## config.mk

```make
export PLATFORM = sky130hd
export DESIGN_NAME = adc_gain_offset_trim_regs
export DESIGN_NICKNAME = d
export VERILOG_FILES = /design/src/design/trim_pkg.sv /design/src/design/trim_if.sv /design/src/design/adc_gain_offset_trim_regs.sv /design/src/design/trim_calc.sv /design/src/design/trim_regfile.sv
export SDC_FILE = /design/constraint.sdc
export NUM_CORES = 1
export LEC_CHECK = 0
export BUFFER_PORTS_ARGS = -buffer_cell sky130_fd_sc_hd__buf_2
export CAP_MARGIN = 20
export CORE_MARGIN = 4
export CORE_UTILIZATION = 57
export DETAILED_ROUTE_END_ITERATION = 10
export PLACE_DENSITY_LB_ADDON = 0.08
export SLEW_MARGIN = 20
export SYNTH_ARGS = -nofsm -noshare
export SYNTH_HDL_FRONTEND = slang
export SYNTH_SLANG_ARGS = --single-unit
```

## constraint.sdc

```tcl
create_clock -name clk -period 7.2 [get_ports clk]
set_input_delay 1.08 -clock clk [delete_from_list [all_inputs] [get_ports clk]]
set_output_delay 1.08 -clock clk [all_outputs]
set_load 0.05 [all_outputs]
```

## src/design/trim_pkg.sv

```systemverilog
`default_nettype none
package trim_pkg;
	// Register indices; byte address is four times the index
	localparam logic [7:0] IDX_CTRL      = 8'h03;
	localparam logic [7:0] IDX_CH13_ODD  = 8'h31;
	localparam logic [7:0] IDX_CH13_EVEN = 8'h32;
	localparam logic [7:0] IDX_CH14_ODD  = 8'h33;
	localparam logic [7:0] IDX_CH14_EVEN = 8'h34;
	localparam logic [7:0] IDX_CH15_ODD  = 8'h35;
	localparam logic [7:0] IDX_RES       = 8'h40;
	// Internal storage slots
	localparam logic [2:0] SLOT_CH13_ODD  = 3'h0;
	localparam logic [2:0] SLOT_CH13_EVEN = 3'h1;
	localparam logic [2:0] SLOT_CH14_ODD  = 3'h2;
	localparam logic [2:0] SLOT_CH14_EVEN = 3'h3;
	localparam logic [2:0] SLOT_CH15_ODD  = 3'h4;
	localparam logic [2:0] SLOT_CTRL      = 3'h5;
	localparam logic [2:0] SLOT_RES       = 3'h6;
	localparam logic [2:0] SLOT_NONE      = 3'h7;
	localparam int NUM_TRIM = 5;
	localparam int SAMPLE_W = 14;
	// Field positions
	localparam int GAIN_MSB         = 15;
	localparam int GAIN_LSB         = 11;
	localparam int OFF_MSB          = 9;
	localparam int CTRL_GAIN_EN_BIT = 12;
	localparam int CTRL_OFF_EN_BIT  = 8;
	// Reset values, bus response codes and resolution settings
	localparam logic [15:0] TRIM_RESET = 16'h0000;
	localparam logic        EN_RESET   = 1'b0;
	localparam logic [1:0]  RESP_OKAY   = 2'h0;
	localparam logic [1:0]  RESP_SLVERR = 2'h2;
	typedef enum logic [1:0] {RES14 = 2'h0, RES12 = 2'h1, RES10 = 2'h2} res_t;
	localparam res_t RES_RESET = RES14;
	localparam int RES12_SHIFT = 2;
	localparam int RES10_SHIFT = 4;
	// Gain in Q2.14: round(16384 * 10^(N*0.2/20)), N = 31 down to 0
	localparam int COEF_FRAC = 14;
	localparam logic [15:0] COEF_UNITY = 16'h4000;
	localparam logic [31:0][15:0] GAIN_COEF = {
		16'h82AC, 16'h7FB2, 16'h7CCA, 16'h79F3, 16'h772C, 16'h7476, 16'h71CF, 16'h6F38,
		16'h6CB0, 16'h6A37, 16'h67CC, 16'h656F, 16'h6320, 16'h60DE, 16'h5EAA, 16'h5C82,
		16'h5A67, 16'h5858, 16'h5655, 16'h545E, 16'h5273, 16'h5092, 16'h4EBD, 16'h4CF2,
		16'h4B32, 16'h497B, 16'h47CF, 16'h462D, 16'h4494, 16'h4304, 16'h417E, 16'h4000};

	// Register index to storage slot
	function automatic logic [2:0] slotOf(input logic [7:0] idx);
		logic [2:0] s;
		s = SLOT_NONE;
		if (idx == IDX_CH13_ODD) begin
			s = SLOT_CH13_ODD;
		end else if (idx == IDX_CH13_EVEN) begin
			s = SLOT_CH13_EVEN;
		end else if (idx == IDX_CH14_ODD) begin
			s = SLOT_CH14_ODD;
		end else if (idx == IDX_CH14_EVEN) begin
			s = SLOT_CH14_EVEN;
		end else if (idx == IDX_CH15_ODD) begin
			s = SLOT_CH15_ODD;
		end else if (idx == IDX_CTRL) begin
			s = SLOT_CTRL;
		end else if (idx == IDX_RES) begin
			s = SLOT_RES;
		end
		return s;
	endfunction

	// Offset shift for coarser output resolutions
	function automatic int resShift(input res_t r);
		return (r == RES12) ? RES12_SHIFT : (r == RES10) ? RES10_SHIFT : 0;
	endfunction
endpackage
`default_nettype wire

```

## src/design/trim_if.sv

```systemverilog
`timescale 1ns/100ps
`default_nettype none
// Stored trim words and enables, from the register file to its users
interface trim_if;
	import trim_pkg::*;
	logic [NUM_TRIM-1:0][15:0] word;
	logic                      gainEn;
	logic                      offEn;
	res_t                      res;
	modport store (output word, output gainEn, output offEn, output res);
	modport user  (input word, input gainEn, input offEn, input res);
endinterface
`default_nettype wire

```

## src/design/adc_gain_offset_trim_regs.sv

```systemverilog
// Register access over AXI4-Lite was decided locally.
`timescale 1ns/100ps
`default_nettype none
// How it works
// - Gain applies only while gain enable set
// - Gain code N scales by N x 0.2 dB
// - Offset subtracted while offset enable set
// - Offset field is signed two's complement
// - One offset count is one 14-bit LSB
// - Index 32h trims channel 13 even samples
// - Index 33h trims channel 14 odd samples
// - Index 34h trims channel 14 even samples
// - Index 35h trims channel 15 odd samples
// - Index 31h trims channel 13 odd samples
module adc_gain_offset_trim_regs
	import trim_pkg::*;
#(
	parameter int AW = 12,
	parameter int SW = SAMPLE_W
) (
	input  wire logic                 clk,
	input  wire logic                 sys_rst,
	input  wire logic [AW-1:0]        awaddr,
	input  wire logic                 awvalid,
	output logic                      awready,
	input  wire logic [31:0]          wdata,
	input  wire logic [3:0]           wstrb,
	input  wire logic                 wvalid,
	output logic                      wready,
	output logic [1:0]                bresp,
	output logic                      bvalid,
	input  wire logic                 bready,
	input  wire logic [AW-1:0]        araddr,
	input  wire logic                 arvalid,
	output logic                      arready,
	output logic [31:0]               rdata,
	output logic [1:0]                rresp,
	output logic                      rvalid,
	input  wire logic                 rready,
	input  wire logic                 sampleValid,
	input  wire logic [2:0]           sampleSlot,
	input  wire logic signed [SW-1:0] sampleData,
	output logic                      trimValid,
	output logic signed [SW-1:0]      trimData
);
	typedef struct packed {
		logic          awReady;
		logic          wReady;
		logic          awHeld;
		logic          wHeld;
		logic [AW-1:0] awAddr;
		logic [31:0]   wData;
		logic [3:0]    wStrb;
		logic          bValid;
		logic [1:0]    bResp;
		logic          arReady;
		logic          rValid;
		logic [31:0]   rData;
		logic [1:0]    rResp;
		logic          wrEn;
		logic [2:0]    wrSlot;
	} state_t;

	state_t st_ff;
	state_t nxt_st;
	logic [2:0] rdSlot;
	logic [2:0] wrSlotC;

	trim_if tif ();

	// Byte address to slot; misaligned or out-of-range is unmapped
	function automatic logic [2:0] addrSlot(input logic [AW-1:0] a);
		logic [2:0] s;
		s = slotOf(a[9:2]);
		if (a[1:0] != 2'h0 || (a >> 10) != '0) begin
			s = SLOT_NONE;
		end
		return s;
	endfunction

	// Bus slave: one write and one read in flight, one-cycle answer
	always_comb begin
		nxt_st = st_ff;
		nxt_st.wrEn = 1'b0;
		rdSlot = addrSlot(araddr);
		// Write address and data are taken in either order
		if (awvalid && st_ff.awReady) begin
			nxt_st.awHeld = 1'b1;
			nxt_st.awAddr = awaddr;
		end
		if (wvalid && st_ff.wReady) begin
			nxt_st.wHeld = 1'b1;
			nxt_st.wData = wdata;
			nxt_st.wStrb = wstrb;
		end
		if (bready && st_ff.bValid) begin
			nxt_st.bValid = 1'b0;
		end
		wrSlotC = addrSlot(nxt_st.awAddr);
		// Both halves present: commit and answer
		if (nxt_st.awHeld && nxt_st.wHeld && !nxt_st.bValid) begin
			nxt_st.awHeld = 1'b0;
			nxt_st.wHeld = 1'b0;
			nxt_st.bValid = 1'b1;
			nxt_st.wrSlot = wrSlotC;
			nxt_st.wrEn = wrSlotC != SLOT_NONE;
			nxt_st.bResp = (wrSlotC != SLOT_NONE) ? RESP_OKAY : RESP_SLVERR;
		end
		// Ready stays low while the response waits, so payload is stable
		nxt_st.awReady = !nxt_st.awHeld && !nxt_st.bValid;
		nxt_st.wReady = !nxt_st.wHeld && !nxt_st.bValid;
		if (rready && st_ff.rValid) begin
			nxt_st.rValid = 1'b0;
		end
		if (arvalid && st_ff.arReady) begin
			nxt_st.rValid = 1'b1;
			nxt_st.rResp = RESP_OKAY;
			nxt_st.rData = 32'h0000_0000;
			// stored fields read back regardless of enables
			if (rdSlot < SLOT_CTRL) begin
				nxt_st.rData[15:0] = tif.word[rdSlot];
			end else if (rdSlot == SLOT_CTRL) begin
				nxt_st.rData[CTRL_GAIN_EN_BIT] = tif.gainEn;
				nxt_st.rData[CTRL_OFF_EN_BIT] = tif.offEn;
			end else if (rdSlot == SLOT_RES) begin
				nxt_st.rData[1:0] = tif.res;
			end else begin
				nxt_st.rResp = RESP_SLVERR;
			end
		end
		nxt_st.arReady = !nxt_st.rValid;
	end

	// State register
	always_ff @(posedge clk or posedge sys_rst) begin
		if (sys_rst) begin
			st_ff <= '0;
		end else begin
			st_ff <= nxt_st;
		end
	end

	// Bus outputs straight from the state register
	assign awready = st_ff.awReady;
	assign wready  = st_ff.wReady;
	assign bvalid  = st_ff.bValid;
	assign bresp   = st_ff.bResp;
	assign arready = st_ff.arReady;
	assign rvalid  = st_ff.rValid;
	assign rdata   = st_ff.rData;
	assign rresp   = st_ff.rResp;

	// Register storage; write ports come from the state register
	trim_regfile u_regs (
		.clk     (clk),
		.sys_rst (sys_rst),
		.wrEn    (st_ff.wrEn),
		.wrSlot  (st_ff.wrSlot),
		.wrData  (st_ff.wData[15:0]),
		.wrStrb  (st_ff.wStrb[1:0]),
		.tif     (tif.store)
	);

	// Sample correction, two cycles of latency
	trim_calc #(
		.SW (SW)
	) u_calc (
		.clk      (clk),
		.sys_rst  (sys_rst),
		.tif      (tif.user),
		.inValid  (sampleValid),
		.inSlot   (sampleSlot),
		.inData   (sampleData),
		.outValid (trimValid),
		.outData  (trimData)
	);

	ch13_even_wr_a: assert property (
		@(posedge clk) disable iff (sys_rst)
		($rose(st_ff.bValid) && st_ff.bResp == RESP_OKAY && st_ff.wStrb[1:0] == 2'h3
			&& st_ff.awAddr == AW'({IDX_CH13_EVEN, 2'h0}))
		|=> (tif.word[SLOT_CH13_EVEN] == st_ff.wData[15:0]))
		else $error("write to 32h missed channel 13 even");
	ch14_odd_hi_a: assert property (
		@(posedge clk) disable iff (sys_rst)
		($rose(st_ff.bValid) && st_ff.bResp == RESP_OKAY && st_ff.wStrb[1:0] == 2'h2
			&& st_ff.awAddr == AW'({IDX_CH14_ODD, 2'h0}))
		|=> (tif.word[SLOT_CH14_ODD][15:8] == st_ff.wData[15:8]
			&& $stable(tif.word[SLOT_CH14_ODD][7:0])))
		else $error("upper byte write to 33h wrong");
	ch14_even_lo_a: assert property (
		@(posedge clk) disable iff (sys_rst)
		($rose(st_ff.bValid) && st_ff.bResp == RESP_OKAY && st_ff.wStrb[1:0] == 2'h1
			&& st_ff.awAddr == AW'({IDX_CH14_EVEN, 2'h0}))
		|=> (tif.word[SLOT_CH14_EVEN][7:0] == st_ff.wData[7:0]
			&& $stable(tif.word[SLOT_CH14_EVEN][15:8])))
		else $error("lower byte write to 34h wrong");
	ch15_odd_rd_a: assert property (
		@(posedge clk) disable iff (sys_rst)
		(arvalid && arready && araddr == AW'({IDX_CH15_ODD, 2'h0}))
		|=> (rvalid && rresp == RESP_OKAY
			&& rdata == {16'h0000, $past(tif.word[SLOT_CH15_ODD])}))
		else $error("read of 35h wrong");
	ch13_odd_wr_a: assert property (
		@(posedge clk) disable iff (sys_rst)
		($rose(st_ff.bValid) && st_ff.bResp == RESP_OKAY && st_ff.wStrb[1:0] == 2'h3
			&& st_ff.awAddr == AW'({IDX_CH13_ODD, 2'h0}))
		|=> (tif.word[SLOT_CH13_ODD] == st_ff.wData[15:0]))
		else $error("write to 31h missed channel 13 odd");
endmodule
`default_nettype wire

```

## src/design/trim_calc.sv

```systemverilog
`timescale 1ns/100ps
`default_nettype none
module trim_calc
	import trim_pkg::*;
#(
	parameter int SW = SAMPLE_W
) (
	input  wire logic                 clk,
	input  wire logic                 sys_rst,
	trim_if.user                      tif,
	input  wire logic                 inValid,
	input  wire logic [2:0]           inSlot,
	input  wire logic signed [SW-1:0] inData,
	output logic                      outValid,
	output logic signed [SW-1:0]      outData
);
	localparam int PW = SW + 19;

	typedef struct packed {
		logic                 s1Valid;
		logic signed [SW+1:0] s1Diff;
		logic [15:0]          s1Coef;
		res_t                 s1Res;
		logic                 oValid;
		logic signed [SW-1:0] oData;
	} state_t;

	state_t st_ff;
	state_t nxt_st;
	logic                 slotOk;
	logic signed [9:0]    curOff;
	logic [4:0]           curGain;
	logic signed [SW+1:0] scaledOff;
	logic signed [PW-1:0] prod;
	logic signed [PW-1:0] rounded;
	logic signed [PW-1:0] maxV;

	// Two stages: offset subtract, then gain with rounding and clamp
	always_comb begin
		nxt_st = st_ff;
		slotOk = inSlot < SLOT_CTRL;
		curOff = '0;
		curGain = '0;
		if (slotOk) begin
			curOff  = tif.word[inSlot][OFF_MSB:0];
			curGain = tif.word[inSlot][GAIN_MSB:GAIN_LSB];
		end
		scaledOff = (SW+2)'(curOff) >>> resShift(tif.res);
		nxt_st.s1Diff = (SW+2)'(inData) - ((tif.offEn && slotOk) ? scaledOff : '0);
		nxt_st.s1Coef = (tif.gainEn && slotOk) ? GAIN_COEF[curGain] : COEF_UNITY;
		nxt_st.s1Valid = inValid;
		nxt_st.s1Res = tif.res;
		// Both factors widened first so the product keeps every bit
		prod = PW'(st_ff.s1Diff) * PW'($signed({1'b0, st_ff.s1Coef}));
		// Signed rounding term, else the shift turns logical for negative products
		rounded = (prod + $signed(PW'(COEF_UNITY >> 1))) >>> COEF_FRAC;
		// Clamp rather than wrap, as wrap would flip the sign
		maxV = PW'((1 << (SW - 1)) - 1) >>> resShift(st_ff.s1Res);
		if (rounded > maxV) begin
			nxt_st.oData = SW'(maxV);
		end else if (rounded < -maxV - 1) begin
			nxt_st.oData = SW'(-maxV - 1);
		end else begin
			nxt_st.oData = SW'(rounded);
		end
		nxt_st.oValid = st_ff.s1Valid;
	end

	// State register
	always_ff @(posedge clk or posedge sys_rst) begin
		if (sys_rst) begin
			st_ff <= '0;
		end else begin
			st_ff <= nxt_st;
		end
	end

	assign outValid = st_ff.oValid;
	assign outData  = st_ff.oData;

	gain_off_pass_a: assert property (
		@(posedge clk) disable iff (sys_rst)
		(inValid && !tif.gainEn && !tif.offEn && tif.res == RES14 && curGain != 5'h0)
		|-> ##2 (outValid && outData == $past(inData, 2)))
		else $error("gain applied while disabled");
	gain_step_a: assert property (
		@(posedge clk) disable iff (sys_rst)
		(inValid && slotOk && tif.gainEn && !tif.offEn && tif.res == RES14
			&& curGain == 5'd30 && inData < 14'sd4000 && inData > -14'sd4000)
		|-> ##2 (int'(outData) == ((int'($past(inData, 2)) * 32690 + 8192) >>> 14)))
		else $error("gain of 6.0 dB wrong");
	off_sub_a: assert property (
		@(posedge clk) disable iff (sys_rst)
		(inValid && slotOk && tif.offEn && !tif.gainEn && tif.res == RES14
			&& inData < 14'sd4000 && inData > -14'sd4000)
		|-> ##2 (int'(outData) == int'($past(inData, 2)) - int'($past(curOff, 2))))
		else $error("offset not subtracted");
	off_signed_a: assert property (
		@(posedge clk) disable iff (sys_rst)
		(inValid && slotOk && tif.offEn && !tif.gainEn && tif.res == RES14
			&& curOff < 0 && inData < 14'sd4000 && inData > -14'sd4000)
		|-> ##2 (outData > $past(inData, 2)))
		else $error("negative offset did not add");
	off_scale_a: assert property (
		@(posedge clk) disable iff (sys_rst)
		(inValid && slotOk && tif.offEn && !tif.gainEn && tif.res == RES12
			&& inData < 14'sd1000 && inData > -14'sd1000)
		|-> ##2 (int'(outData) == int'($past(inData, 2)) - (int'($past(curOff, 2)) >>> 2)))
		else $error("offset not scaled for 12 bit");
	off_pass_a: assert property (
		@(posedge clk) disable iff (sys_rst)
		(inValid && !tif.offEn && !tif.gainEn && tif.res == RES14 && curOff != 10'sd0)
		|-> ##2 (outValid && outData == $past(inData, 2)))
		else $error("offset applied while disabled");
endmodule
`default_nettype wire

```

## src/design/trim_regfile.sv

```systemverilog
`timescale 1ns/100ps
`default_nettype none
module trim_regfile
	import trim_pkg::*;
(
	input  wire logic        clk,
	input  wire logic        sys_rst,
	input  wire logic        wrEn,
	input  wire logic [2:0]  wrSlot,
	input  wire logic [15:0] wrData,
	input  wire logic [1:0]  wrStrb,
	trim_if.store            tif
);
	typedef struct packed {
		logic [NUM_TRIM-1:0][15:0] word;
		logic                      gainEn;
		logic                      offEn;
		res_t                      res;
	} state_t;

	localparam state_t ST_RESET = '{word: {NUM_TRIM{TRIM_RESET}}, gainEn: EN_RESET,
		offEn: EN_RESET, res: RES_RESET};

	state_t st_ff;
	state_t nxt_st;

	// Byte-lane writes; bit 10 is stored as written, nothing uses it
	always_comb begin
		nxt_st = st_ff;
		if (wrEn) begin
			if (wrSlot < SLOT_CTRL) begin
				for (int b = 0; b < 2; b++) begin
					if (wrStrb[b]) begin
						nxt_st.word[wrSlot][b*8 +: 8] = wrData[b*8 +: 8];
					end
				end
			end else if (wrSlot == SLOT_CTRL && wrStrb[1]) begin
				nxt_st.gainEn = wrData[CTRL_GAIN_EN_BIT];
				nxt_st.offEn  = wrData[CTRL_OFF_EN_BIT];
			end else if (wrSlot == SLOT_RES && wrStrb[0] && wrData[1:0] != 2'h3) begin
				// Unused code ignored so resolution is always legal
				nxt_st.res = res_t'(wrData[1:0]);
			end
		end
	end

	// State register
	always_ff @(posedge clk or posedge sys_rst) begin
		if (sys_rst) begin
			st_ff <= ST_RESET;
		end else begin
			st_ff <= nxt_st;
		end
	end

	// Stored values drive users directly
	assign tif.word   = st_ff.word;
	assign tif.gainEn = st_ff.gainEn;
	assign tif.offEn  = st_ff.offEn;
	assign tif.res    = st_ff.res;
endmodule
`default_nettype wire

```

==> run summary <==
mux cell area share after synthesis - 8.986%
drt first pass iters - 6
IO Pins - 141
routed vias - 14,730
largest family of logic cells by synthesized area - adder cells
CTS buffer count - 17
Post-Place Setup Slack - -564.1 ps
CP max stage cell - fa_1
Max Cap Viol - 0
Final setup viols - 13
CTS tree - done
register bit total from synthesis - 193
ant diodes - 0
gr usage total - 26.90%
synthesized-area fraction occupied by adder cells - 30.74%
Tcrit/Tclk final - 102.7%
filler cell count - 2,605
Nets - 2,622
most used flip-flop cell after synthesis - dfrtp_1
xor and xnor area share after synthesis - 1.471%
Area Growth Syn to Fin - 16.41%
Routed Antenna Nets - 0
hold depth - 0
Max H-tree Level - 4
Worst slew margin - 32.21%
Crit path required time - 7530 ps
HP Class - register to register
EDFF count, synth - 0
CTS clock-pin slew for the worst setup and hold paths - 70 ps
post-detailed-route DRC marker count - 0
Yosys cell types - 75
Final Worst Setup Slack - -197.1 ps
Post-Route WL - 47.09 mm
full die area - 0.03641 mm²
min Tclk post-route - 7397 ps
GP Congestion - 0.8820
FFs w/ async S/R, synth - 100.0%
Die Height - 190.8 µm
LEAKAGE - 10.66 nW
DPL Wire Length - 36.17 mm
syn_area_per_cell - 9.529 µm²
outcome - finished with violations
Num Clock Sinks - 193
clock buffer depth - 2
Most common cell on crit path - fa_1
Power Dens Cells - 168.2 mW/mm²
cell family with most CP delay - adder cells
core box area - 0.03278 mm²
Critical Path Max Stage Delay - 530 ps
Final Hold Vio Count - 0
CP endpoint kind - register
GR Overflow Total - 0
PortBufs - 104
share of cells above drive strength 1 - 25.65%
RSZ-0062 raised after global routing - yes
Hold Buf Count CTS - 0
R2R depth - 33
starting density of the core - 58.10%
largest net degree at the start of global routing - 122
CP Depth - 33
Final Skew - 20.93 ps
share of the synthesized area in the top cell type - 25.35%
cell with the most instances after synthesis - inv_1
Achievable Freq - 135.2 MHz
Root Driver - clkbuf_16
final slew viol count - 0
simple-gate portion of the synthesized area - 14.70%
Die Width - 190.8 µm
first-pass GRT wire length - 78.77 mm
CP max FO - 7
gate count after technology mapping - 1,999
worst path bufs/invs - 8
post-synth top area cell - dfrtp_1
Startpoint Class - register
top cells by area, synth - dfrtp_1 25%, fa_1 20%, ha_1 10%, mux2_2 6.9%, inv_1 5.4%
vias in the first global route - 15,500
Slew @ Worst Pin - 1017 ps
Setup TNS Final - -1742 ps
initial antenna violation count - 1
crit path kind - register to register
yosys warns - 0
Seq/Total Area, Yosys - 25.35%
Rows - 66
synthesized cell area - 0.01905 mm²
Synth Area in Compound Gates - 9.676%
vias per inst - 5.576
Worst VDD drop - 0.0003093 V
CP Data Arrival Time - 7720 ps
Worst-Skew Late Latency - 460 ps
routed len/inst - 17.83 µm
DRT iter0 DRCs - 825
Synth top cells by count - 272 x inv_1, 252 x nand2_1, 195 x fa_1
violated checks - negative setup slack
==> layer usage <==
metal,up-vias,global-route usage [%],wire [µm]
met1,7386,34.56,19450
li1,6869,-,-
met3,88,3.295,1922
met5,-,0,13
met2,380,48.07,24520
met4,2,7.735,1182
==> flip-flops by register name, summed over array words and instances, names as in the netlist <==
name               count
awready                1
bresp                  1
u_regs.tif.res         2
arready                1
u_regs.tif.gainEn      1
bvalid                 1
u_calc.nxt_st          1
u_calc.st_ff          34
rvalid                 1
u_regs.tif.offEn       1
st_ff                 36
rdata                 16
u_regs.tif.word       80
u_calc.outData        14
u_calc.outValid        1
wready                 1
rresp                  1
==> report_power, final <==
part	leakage, nW	total, mW	internal, mW	switching [mW]
combinational	7.89	1.32	0.586	0.731
clock	0.288	0.964	0.503	0.461
sequential	2.49	1.45	1.26	0.189
==> through the flow <==
step / hold WS [ps] / area (µm²) / power [mW] / util [%] / cells
2_1_floorplan: 331.2 / 19210 / 2.278 / - / 2016
3_3_place_gp: 333.7 / 20660 / 2.604 / 63.02 / 2568
3_5_place_dp: 342.7 / 20670 / 2.644 / 63.06 / 2568
4_1_cts: 359.7 / 21910 / 3.705 / 66.83 / 2631
5_1_grt: 367.7 / 22170 / 3.953 / 67.64 / 2641
6_report: 356.9 / 22170 / 3.729 / 67.64 / 2641
==> placed cells by master, fill, tap and decap left out, drive strengths merged, types with 9 or more instances in the layout <==
cell type,count
inv,279
buf,278
nand2,253
fa,195
dfrtp,193
ha,156
and2,119
mux2,116
nor2,87
a21oi,85
o21ai,78
nand3,32
nor3,24
xnor2,22
a211oi,22
clkbuf,21
nand2b,20
conb,18
mux4,14
nor2b,12
a31oi,11
a21o,10
xor2,10
nand4,9
mux2i,9
o211ai,9
o21a,9
o22ai,9
==> path summary, 6_finish.rpt <==
path | to | start | slack, ps
min | u_calc.outValid$_DFF_PP0_ | u_calc.nxt_st[14]$_DFF_PP0_ | 360
max in group asynchronous | u_calc.st_ff[37]$_DFF_PP0_ | sys_rst | 4880
max | u_calc.outData[12]$_DFF_PP0_ | u_calc.st_ff[37]$_DFF_PP0_ | -200
max reg2reg | u_calc.outData[12]$_DFF_PP0_ | u_calc.st_ff[37]$_DFF_PP0_ | -200
min in group asynchronous | u_calc.nxt_st[14]$_DFF_PP0_ | sys_rst | 790
min reg2reg | u_calc.outValid$_DFF_PP0_ | u_calc.nxt_st[14]$_DFF_PP0_ | 360
==> layout make-up <==
cell class	count	area [µm²]	share of cell area [%]
multi-input combinational	1421	13130	59.20
sequential	193	4846	21.85
timing repair buffer	279	2022	9.119
inverter	274	1037	4.678
tap	442	553.0	2.494
clock buffer	20	446.7	2.014
clock inverter	12	141.4	0.6376
==> timing repair <==
item	4_1_cts	5_1_grt
endpoints found under the hold margin	0	0
cloned	1	0
endpoints found under the setup margin	13	13
pin swaps	45	59
setup buffers	30	10
gates resized for setup	96	47
==> logic make-up after synthesis <==
group           count (synthesis)
buf+inv                       402
xor+xnor                       32
other cells                     1
mux                           139
fa+ha+maj                     351
flops                         193
simple gates                  590
compound gates                291
(Power assumes the default switching activity.)
